`config.mk`:
```
export PLATFORM = sky130hd
export DESIGN_NAME = swda_top
export DESIGN_NICKNAME = d
export VERILOG_FILES = /design/src/verilog/swda_pkg.sv /design/src/verilog/swda_timer.sv /design/src/verilog/swda_debounce.sv /design/src/verilog/swda_top.sv
export SDC_FILE = /design/constraint.sdc
export NUM_CORES = 1
export LEC_CHECK = 0
export BUFFER_PORTS_ARGS = -buffer_cell sky130_fd_sc_hd__buf_2
export CAP_MARGIN = 5
export CORE_ASPECT_RATIO = 0.75
export CORE_MARGIN = 10
export CORE_UTILIZATION = 35
export DETAILED_ROUTE_END_ITERATION = 6
export GPL_TIMING_DRIVEN = 1
export SYNTH_ARGS = -nofsm -noshare
export SYNTH_HDL_FRONTEND = slang
export SYNTH_HIERARCHICAL = 1
export SYNTH_SLANG_ARGS = --single-unit
```
`constraint.sdc`:
```
create_clock -name clk -period 10.3 [get_ports clk]
set_input_delay 2.06 -clock clk [delete_from_list [all_inputs] [get_ports clk]]
set_output_delay 2.06 -clock clk [all_outputs]
set_load 0.03 [all_outputs]
```
`src/verilog/swda_pkg.sv`:
```
// Constants of the watchdog and alarm block
// Behaviour
// - Refresh self-watchdog each 5 ms; reset after 210 ms
// - After self-reset reload all flash configuration
// - After self-reset set status flags, alert
// - Failed memory check: inert, both faults driven
// - Alarms active-low open-drain from per-channel masks
// - Enabled channels ORed onto each alarm
// - Alarm latched until clear pin low or bit
// - Report live alarm states in vendor status
// - Global channel fault pulls its group fault pin
// - External fault shuts globals unless masked, retries
// - Report live fault pin levels in vendor status
// - Fault pins low from reset until monitoring
// - Monitor disable low freezes checks and states
// - Ignore monitor disable while faulted or not good
// - Dependent mode starts only after primary good
// - Primary good loss in dependent mode halts watchdog, releases output, except in the manual reset low phase
// - Independent mode starts startup interval once monitoring has begun
// - First strobe edge or kick arms; edges or kick restart
// - Manual reset: debounce 200 ms, drive low, restart
// - Pin still low: wait 20 ms high first
package swda_pkg;

    // ********
    // Timing
    // ********
    localparam int CLK_MHZ = 250;
    localparam int SELF_REFRESH_MS = 5;
    localparam int SELF_LIMIT_MS = 210;
    localparam int MR_DEBOUNCE_MS = 200;
    localparam int RELEASE_DEBOUNCE_MS = 20;
    localparam int CYC_PER_MS = CLK_MHZ * 1000;
    localparam int SELF_REFRESH_CYC = SELF_REFRESH_MS * CYC_PER_MS;
    localparam int SELF_LIMIT_CYC = SELF_LIMIT_MS * CYC_PER_MS;
    localparam int MR_DEBOUNCE_CYC = MR_DEBOUNCE_MS * CYC_PER_MS;
    localparam int RELEASE_DEBOUNCE_CYC = RELEASE_DEBOUNCE_MS * CYC_PER_MS;

    // ********
    // Widths and field positions
    // ********
    localparam int NCH = 12;
    localparam int CNT_W = 32;
    localparam int FIELD_W = 4;
    localparam logic [7:0] PAGE_ALL = 8'hff;
    // Vendor status bit positions
    localparam int VS_ALARM_A = 0;
    localparam int VS_ALARM_B = 1;
    localparam int VS_FAULT_IN = 2;
    localparam int VS_SECONDARY_FAULT_PIN_IN = 3;
    localparam int VS_WDOG_INT = 4;
    localparam int VS_W = 8;
    // Mode bits
    localparam int MODE_ALARM_CLEAR_BIT = 0;
    localparam int MODE_FAULT_IGN = 1;
    localparam int MODE_SECONDARY_FAULT_PIN_IGN = 2;
    localparam int MODE_ALERT_EN = 3;
    localparam int MODE_W = 4;
    // Per-channel fault action bits
    localparam int FA_ALARM_A = 0;
    localparam int FA_ALARM_B = 1;
    localparam int FA_GLOBAL = 2;
    localparam int FA_GROUP2 = 3;
    localparam int FA_W = 4;

    // External watchdog states, one-hot
    typedef enum logic [4:0] {
        SWDA_WD_IDLE = 5'h01,
        SWDA_WD_START = 5'h02,
        SWDA_WD_RUN = 5'h04,
        SWDA_WD_MRLOW = 5'h08,
        SWDA_WD_MRWAIT = 5'h10
    } swda_wd_t;

endpackage

```
`src/verilog/swda_timer.sv`:
```
// Loadable down-counter with a done flag
`timescale 1ns/1ps
module swda_timer (
    // Clock and reset
    input wire logic clk,
    input wire logic rstn,
    // Control
    input wire logic load,
    input wire logic [31:0] load_val,
    input wire logic run,
    // Status
    output logic done
);
    // ********
    // Counter
    // ********
    logic [31:0] cnt_r; // Remaining cycles
    logic [31:0] cnt_nxt;

    // Next count: load wins, else count while running
    always_comb begin
        cnt_nxt = cnt_r;
        if (load) begin
            cnt_nxt = load_val;
        end else if (run && cnt_r != 32'h0) begin
            cnt_nxt = cnt_r - 32'h1;
        end
    end

    // Register the count
    always_ff @(posedge clk or negedge rstn) begin
        if (!rstn) begin
            cnt_r <= 32'h0;
        end else begin
            cnt_r <= cnt_nxt;
        end
    end

    assign done = (cnt_r == 32'h0);
endmodule

```
`src/verilog/swda_debounce.sv`:
```
// Pin level debounce over a set cycle count
`timescale 1ns/1ps
module swda_debounce (
    // Clock and reset
    input wire logic clk,
    input wire logic rstn,
    // Pin and settings
    input wire logic pin,
    input wire logic [31:0] hold_cyc,
    // Stable level
    output logic level
);
    // ********
    // Stability counter
    // ********
    logic [31:0] cnt_r; // Cycles pin has differed from level
    logic [31:0] cnt_nxt;
    logic level_r; // Debounced level
    logic level_nxt;

    // Count while the pin differs; flip once it held long enough
    always_comb begin
        cnt_nxt = 32'h0;
        level_nxt = level_r;
        if (pin != level_r) begin
            if (cnt_r + 32'h1 >= hold_cyc) begin
                level_nxt = pin;
            end else begin
                cnt_nxt = cnt_r + 32'h1;
            end
        end
    end

    // Register, idle level high
    always_ff @(posedge clk or negedge rstn) begin
        if (!rstn) begin
            cnt_r <= 32'h0;
            level_r <= 1'b1;
        end else begin
            cnt_r <= cnt_nxt;
            level_r <= level_nxt;
        end
    end

    assign level = level_r;
endmodule

```
`src/verilog/swda_top.sv`:
```
// Watchdog, alarm and fault-pin logic
`timescale 1ns/1ps
module swda_top #(
    parameter logic [31:0] SELF_REFRESH_CYC = swda_pkg::SELF_REFRESH_CYC,
    parameter logic [31:0] SELF_LIMIT_CYC = swda_pkg::SELF_LIMIT_CYC,
    parameter logic [31:0] MR_DEBOUNCE_CYC = swda_pkg::MR_DEBOUNCE_CYC,
    parameter logic [31:0] RELEASE_DEBOUNCE_CYC = swda_pkg::RELEASE_DEBOUNCE_CYC
) (
    // Clock and reset
    input wire logic clk,
    input wire logic rstn,
    // Core liveness and memory check
    input wire logic core_refresh,
    input wire logic nvm_check_done,
    input wire logic nvm_check_ok,
    input wire logic monitor_start,
    output logic self_reset_req,
    output logic config_reload,
    // Per-channel events and configuration
    input wire logic [11:0] chan_event,
    input wire logic [47:0] fault_action_config,
    // Mode and page
    input wire logic [3:0] mode_config_reg,
    input wire logic [7:0] page_sel,
    // Alarm pins, open drain
    input wire logic alarm_clear_pin,
    output logic alarm_out_a_o,
    output logic alarm_out_a_oe,
    output logic alarm_out_b_o,
    output logic alarm_out_b_oe,
    // Fault pins, open drain two-way
    input wire logic primary_fault_pin_i,
    output logic primary_fault_pin_o,
    output logic primary_fault_pin_oe,
    input wire logic secondary_fault_pin_i,
    output logic secondary_fault_pin_o,
    output logic secondary_fault_pin_oe,
    output logic global_shutdown,
    // Monitoring control
    input wire logic monitor_disable_n,
    input wire logic power_good_out,
    input wire logic secondary_power_good,
    output logic monitor_active,
    // Status
    output logic [7:0] vendor_status_reg,
    output logic status_mfr_flag,
    output logic alert_n,
    // External watchdog
    input wire logic dependent_mode,
    input wire logic manual_reset_enable,
    input wire logic [31:0] wdog_startup_field,
    input wire logic [31:0] wdog_period_field,
    input wire logic wdog_soft_kick,
    input wire logic [31:0] good_delay_setting,
    input wire logic wdog_strobe_in,
    input wire logic wdog_out_n_i,
    output logic wdog_out_n_o,
    output logic wdog_out_n_oe
);
    // ********
    // Self-watchdog and memory check
    // ********
    logic [31:0] self_cnt_r; // Cycles since last core refresh
    logic [31:0] self_cnt_nxt;
    logic [31:0] tick_cnt_r; // Internal 5 ms refresh tick
    logic [31:0] tick_cnt_nxt;
    logic wdog_int_r; // Self-watchdog event occurred
    logic wdog_int_nxt;
    logic reload_r; // Reload request pulse
    logic reload_nxt;
    logic inert_r; // Memory check failed
    logic inert_nxt;
    logic mon_r; // Monitoring has begun
    logic mon_nxt;
    logic self_trip;

    // Core refresh every tick; timeout trips a self reset and reload
    always_comb begin
        tick_cnt_nxt = tick_cnt_r + 32'h1;
        self_cnt_nxt = self_cnt_r + 32'h1;
        if (tick_cnt_r + 32'h1 >= SELF_REFRESH_CYC) begin
            tick_cnt_nxt = 32'h0;
        end
        if (core_refresh && tick_cnt_r == 32'h0) begin
            self_cnt_nxt = 32'h0;
        end
        self_trip = (self_cnt_r + 32'h1 >= SELF_LIMIT_CYC);
        if (self_trip) begin
            self_cnt_nxt = 32'h0;
        end
        reload_nxt = self_trip;
        wdog_int_nxt = wdog_int_r | self_trip;
        inert_nxt = inert_r | (nvm_check_done & ~nvm_check_ok);
        mon_nxt = mon_r;
        if (self_trip) begin
            mon_nxt = 1'b0;
        end else if (monitor_start && !inert_r) begin
            mon_nxt = 1'b1;
        end
    end

    // Register self-watchdog state
    always_ff @(posedge clk or negedge rstn) begin
        if (!rstn) begin
            tick_cnt_r <= 32'h0;
            self_cnt_r <= 32'h0;
            reload_r <= 1'b0;
            wdog_int_r <= 1'b0;
            inert_r <= 1'b0;
            mon_r <= 1'b0;
        end else begin
            tick_cnt_r <= tick_cnt_nxt;
            self_cnt_r <= self_cnt_nxt;
            reload_r <= reload_nxt;
            wdog_int_r <= wdog_int_nxt;
            inert_r <= inert_nxt;
            mon_r <= mon_nxt;
        end
    end

    assign self_reset_req = reload_r;
    assign config_reload = reload_r;
    assign status_mfr_flag = wdog_int_r;
    assign alert_n = ~(wdog_int_r & mode_config_reg[swda_pkg::MODE_ALERT_EN]);

    // ********
    // Monitoring disable and channel events
    // ********
    logic frozen_r; // Monitoring frozen
    logic frozen_nxt;
    logic [11:0] ev_r; // Effective channel events
    logic [11:0] ev_nxt;

    // Freeze only when good and fault-free; hold last event state
    always_comb begin
        frozen_nxt = 1'b0;
        if (mon_r && !monitor_disable_n && power_good_out && ev_r == 12'h0) begin
            frozen_nxt = 1'b1;
        end else if (frozen_r && !monitor_disable_n && power_good_out) begin
            frozen_nxt = 1'b1;
        end
        ev_nxt = frozen_r ? ev_r : (mon_r ? chan_event : 12'h0);
    end

    // Register monitoring state
    always_ff @(posedge clk or negedge rstn) begin
        if (!rstn) begin
            frozen_r <= 1'b0;
            ev_r <= 12'h0;
        end else begin
            frozen_r <= frozen_nxt;
            ev_r <= ev_nxt;
        end
    end

    assign monitor_active = mon_r & ~frozen_r;

    // ********
    // Alarm latches and fault pins
    // ********
    logic [1:0] alarm_r; // Latched alarms, a then b
    logic [1:0] alarm_nxt;
    logic [1:0] alarm_set;
    logic [1:0] glob_set; // Global faults per group
    logic fault_in_s;
    logic secondary_fault_pin_in_s;

    // OR the enabled channels, latch, clear unless a set arrives
    always_comb begin
        alarm_set = 2'b00;
        glob_set = 2'b00;
        for (int i = 0; i < swda_pkg::NCH; i++) begin
            alarm_set[0] |= ev_r[i] & fault_action_config[i*4+swda_pkg::FA_ALARM_A];
            alarm_set[1] |= ev_r[i] & fault_action_config[i*4+swda_pkg::FA_ALARM_B];
            if (fault_action_config[i*4+swda_pkg::FA_GLOBAL] && ev_r[i]) begin
                glob_set[fault_action_config[i*4+swda_pkg::FA_GROUP2]] = 1'b1;
            end
        end
        alarm_nxt = alarm_r;
        if (!alarm_clear_pin || mode_config_reg[swda_pkg::MODE_ALARM_CLEAR_BIT]) begin
            alarm_nxt = 2'b00;
        end
        alarm_nxt = alarm_nxt | alarm_set;
    end

    // Register alarms
    always_ff @(posedge clk or negedge rstn) begin
        if (!rstn) begin
            alarm_r <= 2'b00;
        end else begin
            alarm_r <= alarm_nxt;
        end
    end

    // Open-drain drives; inert part floats all but the fault pins
    assign alarm_out_a_o = 1'b0;
    assign alarm_out_b_o = 1'b0;
    assign alarm_out_a_oe = alarm_r[0] & ~inert_r;
    assign alarm_out_b_oe = alarm_r[1] & ~inert_r;
    assign primary_fault_pin_o = 1'b0;
    assign secondary_fault_pin_o = 1'b0;
    assign primary_fault_pin_oe = inert_r | ~mon_r | glob_set[0];
    assign secondary_fault_pin_oe = inert_r | ~mon_r | glob_set[1];
    // External assertion shuts globals; release lets them retry
    assign fault_in_s = ~primary_fault_pin_i & ~primary_fault_pin_oe;
    assign secondary_fault_pin_in_s = ~secondary_fault_pin_i & ~secondary_fault_pin_oe;
    assign global_shutdown = mon_r & ((fault_in_s & ~mode_config_reg[swda_pkg::MODE_FAULT_IGN])
        | (secondary_fault_pin_in_s & ~mode_config_reg[swda_pkg::MODE_SECONDARY_FAULT_PIN_IGN]));

    // Vendor status only on the all-pages selector
    always_comb begin
        vendor_status_reg = 8'h00;
        if (page_sel == swda_pkg::PAGE_ALL) begin
            vendor_status_reg[swda_pkg::VS_ALARM_A] = alarm_out_a_oe;
            vendor_status_reg[swda_pkg::VS_ALARM_B] = alarm_out_b_oe;
            vendor_status_reg[swda_pkg::VS_FAULT_IN] = primary_fault_pin_i;
            vendor_status_reg[swda_pkg::VS_SECONDARY_FAULT_PIN_IN] = secondary_fault_pin_i;
            vendor_status_reg[swda_pkg::VS_WDOG_INT] = wdog_int_r;
        end
    end

    // ********
    // External watchdog
    // ********
    swda_pkg::swda_wd_t wd_r; // Watchdog state
    swda_pkg::swda_wd_t wd_nxt;
    logic strobe_r; // Previous strobe level
    logic kick_r; // Previous soft kick level
    logic wdo_r; // Watchdog output asserted
    logic wdo_nxt;
    logic armed_r; // First edge seen
    logic armed_nxt;
    logic mr_prev_r; // Previous debounced pin level
    logic t_load;
    logic [31:0] t_val;
    logic t_done;
    logic kick;
    logic mr_level;
    logic mr_fall;
    logic rel_level;
    logic start_ok;

    assign kick = (wdog_strobe_in & ~strobe_r) | (wdog_soft_kick & ~kick_r);
    assign start_ok = dependent_mode ? power_good_out : mon_r;
    assign mr_fall = manual_reset_enable & mr_prev_r & ~mr_level;

    // Next watchdog state and timer load
    always_comb begin
        wd_nxt = wd_r;
        wdo_nxt = wdo_r;
        armed_nxt = armed_r;
        t_load = 1'b0;
        t_val = wdog_period_field;
        if (dependent_mode && !power_good_out && wd_r != swda_pkg::SWDA_WD_MRLOW) begin
            wd_nxt = swda_pkg::SWDA_WD_IDLE;
            wdo_nxt = 1'b0;
            armed_nxt = 1'b0;
        end else if (mr_fall && wd_r != swda_pkg::SWDA_WD_MRLOW) begin
            wd_nxt = swda_pkg::SWDA_WD_MRLOW;
            wdo_nxt = 1'b1;
            t_load = 1'b1;
            t_val = good_delay_setting;
        end else begin
            unique case (wd_r)
                swda_pkg::SWDA_WD_IDLE: begin
                    if (start_ok) begin
                        wd_nxt = swda_pkg::SWDA_WD_START;
                        t_load = 1'b1;
                        t_val = wdog_startup_field;
                        armed_nxt = 1'b0;
                    end
                end
                swda_pkg::SWDA_WD_START: begin
                    if (kick) begin
                        wd_nxt = swda_pkg::SWDA_WD_RUN;
                        armed_nxt = 1'b1;
                        t_load = 1'b1;
                    end else if (t_done) begin
                        wdo_nxt = 1'b1;
                    end
                end
                swda_pkg::SWDA_WD_RUN: begin
                    if (kick) begin
                        t_load = 1'b1;
                        wdo_nxt = 1'b0;
                    end else if (t_done && armed_r) begin
                        wdo_nxt = 1'b1;
                    end
                end
                swda_pkg::SWDA_WD_MRLOW: begin
                    if (t_done) begin
                        wdo_nxt = 1'b0;
                        wd_nxt = swda_pkg::SWDA_WD_MRWAIT;
                    end
                end
                swda_pkg::SWDA_WD_MRWAIT: begin
                    if (rel_level) begin
                        wd_nxt = swda_pkg::SWDA_WD_IDLE;
                    end
                end
            endcase
        end
    end

    // Register watchdog state
    always_ff @(posedge clk or negedge rstn) begin
        if (!rstn) begin
            wd_r <= swda_pkg::SWDA_WD_IDLE;
            wdo_r <= 1'b0;
            armed_r <= 1'b0;
            strobe_r <= 1'b0;
            kick_r <= 1'b0;
            mr_prev_r <= 1'b1;
        end else begin
            wd_r <= wd_nxt;
            wdo_r <= wdo_nxt;
            armed_r <= armed_nxt;
            strobe_r <= wdog_strobe_in;
            kick_r <= wdog_soft_kick;
            mr_prev_r <= mr_level;
        end
    end

    // Shared interval timer
    swda_timer u_timer (
        .clk(clk),
        .rstn(rstn),
        .load(t_load),
        .load_val(t_val),
        .run(1'b1),
        .done(t_done)
    );

    // Falling-edge qualification of the manual reset pin
    swda_debounce u_mr_db (
        .clk(clk),
        .rstn(rstn),
        .pin(wdog_out_n_i | wdo_r),
        .hold_cyc(MR_DEBOUNCE_CYC),
        .level(mr_level)
    );

    // High-level qualification before restart
    swda_debounce u_rel_db (
        .clk(clk),
        .rstn(rstn),
        .pin(wdog_out_n_i),
        .hold_cyc(RELEASE_DEBOUNCE_CYC),
        .level(rel_level)
    );

    assign wdog_out_n_o = 1'b0;
    assign wdog_out_n_oe = wdo_r & ~inert_r;
endmodule

```
==> results, run 1 <==
- The number of different library cells used by synthesis comes to 89.
- The overall die width is 248 µm.
- The starting density of the core is between 30% and 40%.
- In the global route stage, overall resource usage came out at 16.0%.
- The post-route clock period utilization is between 50% and 60%.
- Clock-pin slew was measured on the worst setup and hold paths at about 80 ps.
- From synthesis to final layout, the design area changed by 16.7%.
- The clock tree synthesis step divided the H-tree into 4 levels.
- The number of buffers inserted by port buffering is between 150 and 200.
- The number of antenna violations at the first check in global routing is 0.
- The most repeated cell in the gate-level netlist after synthesis is sky130_fd_sc_hd__dfrtp_1.
- At the pin with the least slew margin, the transition time is 1300 ps.
- The cell sitting at the root of the clock tree is a sky130_fd_sc_hd__clkbuf_16.
- After detailed routing, the average wire length per cell comes to about 17 µm.
- Max-cap violations in this run came to 0.
- The TritonCTS sink count is around 190.
- The kind of start point of the critical path is an input port.
- Once detail routing completed, the nets flagged for antenna violations numbered 0.
- Yosys printed 6 warnings.
- After floorplanning, the core was sized to cover 0.0385 mm².
- The count of standard-cell rows is 62.
- Headroom to the max-slew limit came out at approximately an eighth.
- The via count is approximately 12k.
- The tightest min-delay check is of the reg -> reg type.
- Summed over all cells, the static leakage comes to approximately 6.9 nW.
- The post-synth design cell area is ~0.014 mm².
- The count of final max-slew check failures is 0.
- In this run, post-CTS repair resized a total of 0 instances.
- The kind of critical path is in -> out.
- The sum of negative setup slack is 0 ps.
- The aggregate routed wire length is 38.3 mm.
- The most used flip-flop cell after synthesis is sky130_fd_sc_hd__dfrtp_1.
- The checks that failed: design-rule violations.
- The global placer's final weighted congestion is 0.895.
- The count of boundary I/O pins is ~210.
- The routed via count divided by cell count is 5.36.
- The via count of the first global-routing pass is 12.1k.
- Detailed placement ended at an HPWL of 28.5 mm.
- The cell count after placement is 2271.
- In this run the vertical extent of the chip is between 150 and 200 µm.
- The clock arrives with 14.4 ps of skew.
- Setup repair after global routing left no endpoint under its margin.
- Setup violations remaining at the end of the flow were counted as 0.
- The data required time at the worst endpoint is between 8000 and 9000 ps.
- The synthesized instance count is 1538.
- The design draws approximately 0.0020 W.
- The final core utilization is about two fifths.
- The cts-stage hold buffer count is 0.
- By area the synthesized netlist is led by sky130_fd_sc_hd__dfrtp_1 (34%), sky130_fd_sc_hd__ha_1 (6.5%), sky130_fd_sc_hd__xnor2_1 (5.1%), sky130_fd_sc_hd__nand2_1 (3.9%), sky130_fd_sc_hd__inv_1 (3.3%).
- Of all nets on the critical path, the largest fanout is 2.
- The number of buffers created by CTS is 17.
- The total overflow left after global routing is 0.
- The final critical path time including I/O delays and setup is slightly below 6000 ps.
- Entering global routing, the biggest net connects around 120 pins.
- Across the VDD grid, the largest voltage drop is 0.120 mV.
- The clock passes through at most 2 buffers.
- The achievable clock frequency is 173 MHz.
- The first-pass GRT wire length is 62.3 mm.
- Of the synthesized area, sequential elements account for a little over a third.
- After the flow finishes, the layout carries non-filler instances totaling 2303.
- The number of remaining DRC errors is 1.
- The area enclosed by the die boundary is around 0.047 mm².
- The number of nets in the layout is approximately 2.0k.
- Ranked by instance count, the synthesized netlist is headed by sky130_fd_sc_hd__dfrtp_1 (187), sky130_fd_sc_hd__nand2_1 (141), sky130_fd_sc_hd__inv_1 (122).
- Averaged over all synthesized cells, the footprint is roughly 9 µm².
- Summing all placed instances gives a cell area of roughly 0.015 mm².
- The clock network latency to the later pin of the worst-skew pair is about 460 ps.
- The TritonCTS clock tree is done.
- STA classifies the critical path endpoint as an output pin.
- The ratio of cells with drive above 1 in the final layout is 17.3%.
- The async set-or-reset flop fraction in the synthesized netlist is 100%.
- Data on the critical path arrives at its endpoint at 3720 ps.
- Synthesis inferred between 150 and 200 register bits.
- The hold violation total from the final report is 0.
- In this run, synthesis inferred 0 flip-flops with an integrated enable.
- The buffers inserted during post-CTS setup optimization is 0.
- The detailed-router iteration count before antenna repair is 7.
- The area share of the largest cell type after synthesis is 34.2%.
- The diode insertion count for antenna repair is 0.
- Power spread over the standard cell area amounts to approximately 130 mW/mm².
- The cell type contributing the most total cell area after synthesis is sky130_fd_sc_hd__dfrtp_1.
- With fillers left out, the area of the finished cells amounts to roughly 0.016 mm².
- The run finished, with violations left.
- The violation count after the first detailed-routing iteration is between 1k and 1.5k.
[flip-flops by register name, summed over array words and instances, names as in the netlist]
| register | flops |
|---|---|
| status_mfr_flag | 1 |
| alarm_r | 2 |
| mr_prev_r | 1 |
| inert_r | 1 |
| armed_r | 1 |
| config_reload | 1 |
| tick_cnt_r | 32 |
| u_mr_db/cnt_r | 32 |
| ev_r | 12 |
| u_timer/cnt_r | 32 |
| wd_r | 5 |
| self_cnt_r | 32 |
| u_rel_db/cnt_r | 32 |
| kick_r | 1 |
| strobe_r | 1 |
| mon_r | 1 |
| u_mr_db/level | 1 |
| u_rel_db/level | 1 |
| wdo_r | 1 |
| frozen_r | 1 |
[path summary, 6_finish.rpt]
check                                              from                 end  slack [ps]  cells past startpoint
worst max-delay path            fault_action_config[38]     global_shutdown        4520                      8
worst min-delay path                      u_mr_db/level           mr_prev_r         400                      0
worst max register to register         u_mr_db/cnt_r[7]       u_mr_db/level        5930                     10
worst min register to register            u_mr_db/level           mr_prev_r         400                      0
max in group asynchronous                          rstn       tick_cnt_r[7]        7040                      2
min in group asynchronous                          rstn  u_rel_db/cnt_r[19]        1720                      1
[layout make-up]
cell class	count	area, µm²
Clock buffer	20	437
Tap cell	512	641
Fill cell	3876	22500
Timing Repair Buffer	208	1070
Clock inverter	12	138
Multi-Input combinational cell	1235	8420
Sequential cell	191	4780
Inverter	125	469
[per-stage QoR]
step / worst slack, ps / hold WS, ps
3_5_place_dp: 4570 / 392
4_1_cts: 4560 / 402
3_3_place_gp: 4550 / 391
5_1_grt: 4390 / 414
6_report: 4520 / 403
2_1_floorplan: 4580 / 378
[routing by layer]
metal | GRT usage (%) | wire length (µm) | vias to the layer above
met5 | 0 | 0 | -
met4 | 4.09 | 528 | 0
met3 | 3.01 | 2390 | 34
met2 | 25.8 | 17500 | 334
met1 | 21.6 | 17800 | 5900
li1 | - | - | 6081
[critical path, cell delays in order]
cell	delay, ps
sky130_fd_sc_hd__buf_2	110
sky130_fd_sc_hd__nand2_1	60
sky130_fd_sc_hd__o22ai_1	80
sky130_fd_sc_hd__nor4_1	520
sky130_fd_sc_hd__o2111ai_1	240
sky130_fd_sc_hd__or3_1	350
sky130_fd_sc_hd__o31ai_1	60
sky130_fd_sc_hd__buf_2	230
[report_power, final]
group / switching [W] / leakage [nW] / internal [W]
Sequential: 0.0000927 / 2.52 / 0.000828
Combinational: 0.000260 / 4.13 / 0.000186
Clock: 0.000310 / 0.275 / 0.000360
Total: 0.000663 / 6.92 / 0.00137
[kinds of logic (layout without fill, tap and decap cells)]
group	after synthesis	in the layout	synth area share, %
buffers and inverters	207	365	6.36
AOI/OAI and AO/OA	259	259	14.2
other	2	97	0.0549
DFF	191	191	35.0
muxes	8	8	0.640
adders and majority gates	72	72	6.57
and+or+nand+nor	681	681	29.7
xor gates and xnor gates	118	118	7.55
[cells in the final DEF (no fill, tap or decap), drive strengths merged, types with 7 or more instances in the layout]
cell,netlist,layout
a211oi,8,8
a21oi,35,35
a221oi,8,8
a222oi,32,32
a22oi,10,10
a31oi,21,21
and2,20,20
and3,24,24
and4,15,15
buf,33,207
clkbuf,49,21
clkinv,1,7
conb,2,97
dfrtp,187,187
ha,71,71
inv,124,126
nand2,141,141
nand2b,7,7
nand3,64,64
nand4,65,65
nor2,69,69
nor2b,12,12
nor3,61,61
nor3b,66,66
nor4,61,61
o211ai,7,7
o21a,9,9
o21ai,49,49
o22ai,8,8
o41ai,8,8
or2,11,11
or3,19,19
or4,20,20
or4b,8,8
xnor2,79,79
xor2,39,39
(Power assumes the default switching activity.)
==> run 2, diff against run 1 <==
--- a/config.mk
+++ b/config.mk
@@ -5,6 +5,7 @@
 export SDC_FILE = /design/constraint.sdc
 export NUM_CORES = 1
 export LEC_CHECK = 0
+export ABC_AREA = 1
 export BUFFER_PORTS_ARGS = -buffer_cell sky130_fd_sc_hd__buf_2
 export CAP_MARGIN = 5
 export CORE_ASPECT_RATIO = 0.75
==> constraint.sdc (replaced) <==
create_clock -name clk -period 5 [get_ports clk]
set_input_delay 1 -clock clk [delete_from_list [all_inputs] [get_ports clk]]
set_output_delay 1 -clock clk [all_outputs]
set_load 0.03 [all_outputs]
==> results, run 2 <==
- The flow ran to the end, and the final reports show no timing, DRC or antenna violations.
- The path category of the worst min-delay check is reg -> reg.
- The overall die width is 263 µm (+5.8%).
- The worst slew margin relative to its limit is 21.3% (+8.5 points).
- Leaving out fill and tap cells, the most frequent cell in the layout is sky130_fd_sc_hd__nand2_1.
- The data required time at the worst endpoint was 5360 ps (-2880 ps).
- The count of boundary I/O pins is 209 (unchanged).
- The CTS H-tree depth is 4 (unchanged).
- The starting density of the core was 35.5% (-0.043 points).
- The number of antenna violations at the first check in global routing was 3 (+3).
- Summed over all instances, the cell type with the most area after synthesis is sky130_fd_sc_hd__dfrtp_1.
- The synthesized instance count was 2342 (+52%).
- The ratio of cells with drive above 1 in the final layout was 14.5% (-2.8 points).
- The aggregate routed wire length was 44.3 mm (+16%).
- The most repeated cell in the gate-level netlist after synthesis is sky130_fd_sc_hd__nand2_1.
- The post-cts resize count was 0 (unchanged).
- The achievable clock frequency is ~290 MHz.
- The count of maximum capacitance violations is 0 (unchanged).
- Setup repair after global routing left no endpoint under its margin.
- The async set-or-reset flop fraction in the synthesized netlist is 100% (unchanged).
- The post-route cell area is 0.0179 mm² (+12%).
- The setup-violating endpoint count in the final report was 0 (unchanged).
- The number of nets in the layout is 2863 (+41%).
- The kind of start point of the critical path is a flop.
- The post-synthesis cell type count is 56 (-37%).
- The routed via count divided by cell count is 4.70 (-12%).
- The count of standard-cell rows came to 66 (+6.5%).
- The area taken by multi-input logic gates is 0.00941 mm² (+12%).
- The mean cell area of the mapped netlist is 6.60 µm² (-26%).
- The overall die height is 202 µm (+5.6%).
- The detailed-router iteration count before antenna repair came to 5 (-2).
- The clock network latency to the later pin of the worst-skew pair came to 460 ps (about the same).
- The buffers inserted during post-CTS setup optimization came to 0 (unchanged).
- The worst-margin pin slew was 1180 ps (-127 ps).
- The worst-case vdd ir drop is 0.221 mV (+85%).
- The most used flip-flop cell after synthesis is sky130_fd_sc_hd__dfrtp_1.
- The via count of the first global-routing pass is 14.6k (+21%).
- The largest net degree at the start of global routing is 123 (+5.1%).
- The first-pass GRT wire length came to 73.8 mm (+18%).
- The proportion of synthesized chip area in sequential cells is 31.0% (-4.0 points).
- The arrival time reported for the critical path endpoint came to 3840 ps (+120 ps).
- The final cell count without fillers is 3199 (+39%).
- The kind of critical path is reg -> reg.
- The area growth from synthesis to layout is 15.7%.
- The post-route clock period utilization is between 60% and 70%.
- The post-synthesis register bit count is 191 (unchanged).
- The number of remaining DRC errors is 0 (-1).
- Subtracting the final worst setup slack from the clock period gives between 3000 and 4000 ps.
- The number of buffers on the longest clock path came to 2 (unchanged).
- The cell count after placement is 3166 (+39%).
- The number of buffers inserted by port buffering is 199 (unchanged).
- The count of final max-slew check failures is 0 (unchanged).
- The maximum fanout encountered on the critical timing path is 32 (+30).
- The endpoint class of the critical path is a flop.
- The clock-pin slew of the registers on the worst-case setup and hold paths was 70 ps (about the same).
- The area enclosed by the die boundary is 0.0531 mm² (+12%).
- The placed instance area is 0.0173 mm² (+13%).
- The violation count after the first detailed-routing iteration is 1083 (+7.3%).
- The library cells used most frequently in the layout, excluding fill and tap cells, are sky130_fd_sc_hd__nand2_1 (701), sky130_fd_sc_hd__nor2_1 (358), sky130_fd_sc_hd__inv_1 (346).
- The global placer's final weighted congestion is 0.902 (+0.75%).
- The number of enable-type register cells in the synthesized netlist is 0 (unchanged).
- The routed wirelength normalized by instance count was 13.8 µm (-17%).
- The via count is 15.0k (+22%).
- After synthesis, the cell types taking the most area are sky130_fd_sc_hd__dfrtp_1 (30%), sky130_fd_sc_hd__nand2_1 (17%), sky130_fd_sc_hd__nor2_1 (8.8%), sky130_fd_sc_hd__inv_1 (8.4%), sky130_fd_sc_hd__ha_1 (5.7%).
- The TritonCTS sink count came to 191 (unchanged).
- The fill cell total of the finished layout came to 4582 (+18%).
- The worst slack at placement is 1410 ps (-3150 ps).
- The count of yosys warnings during synthesis is 6 (unchanged).
- Sorting the synthesized cells by how often they occur yields sky130_fd_sc_hd__nand2_1 (701), sky130_fd_sc_hd__nor2_1 (361), sky130_fd_sc_hd__inv_1 (346).
- The count of antenna-violating nets left after detailed routing is 0 (unchanged).
- The cts-stage hold buffer count was 0 (unchanged).
- The total congestion overflow is 0 (unchanged).
- The post-route clock skew was 13.7 ps (-0.664 ps).
- In this run the clock root is driven by a sky130_fd_sc_hd__clkbuf_16.
- The total routing usage reported by global routing came to 16.6% (+0.64 points).
- The post-synth design cell area is 0.0155 mm² (+13%).
- The TritonCTS clock tree is done.
- The power per standard cell area was 284 mW/mm² (+120%).
- The hold violation total from the final report is 0 (unchanged).
- The worst-case setup margin in the final layout is 1520 ps (-3000 ps).
- The static leakage was 9.25 nW (+34%).
- The sum of negative setup slack is 0 ps (unchanged).
- The core outline area is 0.0435 mm² (+13%).
- The register-to-register setup slack is 1520 ps (-4410 ps).
- The combined flip-flop and latch cell area was 0.00478 mm² (unchanged).
- The area share of the largest cell type after synthesis came to 30.3% (-3.9 points).
- The detailed-placement wirelength estimate was 35.8 mm (+26%).
- The number of buffers created by CTS is 17 (unchanged).
[run 2: changes by cell type after synthesis, sizes merged, moves of 26 or more]
| cell | delta |
|---|---|
| nand2 | +585 |
| nand3 | +107 |
| inv | +226 |
| a222oi | -32 |
| nor2 | +354 |
| o21ai | +30 |
| xnor2 | -62 |
| o211ai | +26 |
| nor3 | -37 |
| nor4 | -49 |
| nor3b | -63 |
[run 2: power breakdown]
part,switching [W],internal (W)
sequential,0.000201,0.00173
combinational,0.00119,0.000603
clock,0.000664,0.000692
total,0.00206,0.00302
[run 2: path summary, 6_finish.rpt]
kind                                   start                 to  cells past startpoint
hold / removal                 u_mr_db/level          mr_prev_r                      0
setup reg to reg           u_rel_db/cnt_r[0]  u_rel_db/cnt_r[5]                     20
max in group asynchronous               rstn            wd_r[0]                      2
setup / recovery           u_rel_db/cnt_r[0]  u_rel_db/cnt_r[5]                     20
hold reg to reg                u_mr_db/level          mr_prev_r                      0
min in group asynchronous               rstn           strobe_r                      1
[run 2: layout make-up]
| type | count | area share (%) |
|---|---|---|
| flip-flops and latches | 191 | 26.8 |
| diodes | 1 | 0.0140 |
| multi-input cells | 1839 | 52.6 |
| clock inverters | 15 | 0.756 |
| inverters | 351 | 7.37 |
| well taps | 578 | 4.05 |
| repair buffers | 207 | 6.03 |
| clock buffers | 17 | 2.38 |
[run 2: worst max-delay path, stage by stage (launching register included)]
cell,delay (ps)
sky130_fd_sc_hd__dfrtp_1,410
sky130_fd_sc_hd__ha_1,200
sky130_fd_sc_hd__nand2_1,60
sky130_fd_sc_hd__inv_1,130
sky130_fd_sc_hd__nand2_2,90
sky130_fd_sc_hd__nor2_4,130
sky130_fd_sc_hd__nand3_1,120
sky130_fd_sc_hd__nor2_1,100
sky130_fd_sc_hd__inv_1,60
sky130_fd_sc_hd__o21ai_0,330
sky130_fd_sc_hd__inv_1,100
sky130_fd_sc_hd__ha_1,190
sky130_fd_sc_hd__nand2_1,50
sky130_fd_sc_hd__nand2_1,60
sky130_fd_sc_hd__nand2_1,60
sky130_fd_sc_hd__nand2_1,50
sky130_fd_sc_hd__nand2_1,50
sky130_fd_sc_hd__nand2_1,50
sky130_fd_sc_hd__a21oi_1,250
sky130_fd_sc_hd__nand3_2,620
sky130_fd_sc_hd__nor2_1,270
[run 2: logic make-up (layout without fill, tap and decap cells)]
kind of cell               count (synthesis)  in the layout  share of synthesized area, %
AOI/OAI and AO/OA                        185            185                          7.63
adders and majority gates                 71             71                          5.75
and+or+nand+nor                         1424           1424                          41.3
DFF                                      191            191                          31.0
buffers and inverters                    401            590                          10.5
xor gates and xnor gates                  68             68                          3.85
other                                      2             92                        0.0486
[run 2: routing by layer]
layer  vias to the layer above  part of all wire (%)  track usage (%)
met2                       335                    43             25.4
met4                         2                   1.4             3.87
met5                         -                 0.029                0
met1                      6892                    50             23.3
li1                       7763                     -                -
met3                        32                   5.9             3.77
[run 2: stage by stage]
stage / hold WS (ps) / utilization (%) / power [W]
floorplan: 373 / - / 0.00325
global placement: 378 / 39.8 / 0.00369
detailed placement: 385 / 39.8 / 0.00375
CTS: 392 / 41.1 / 0.00513
global route: 398 / 41.1 / 0.00550
finish: 389 / 41.1 / 0.00508
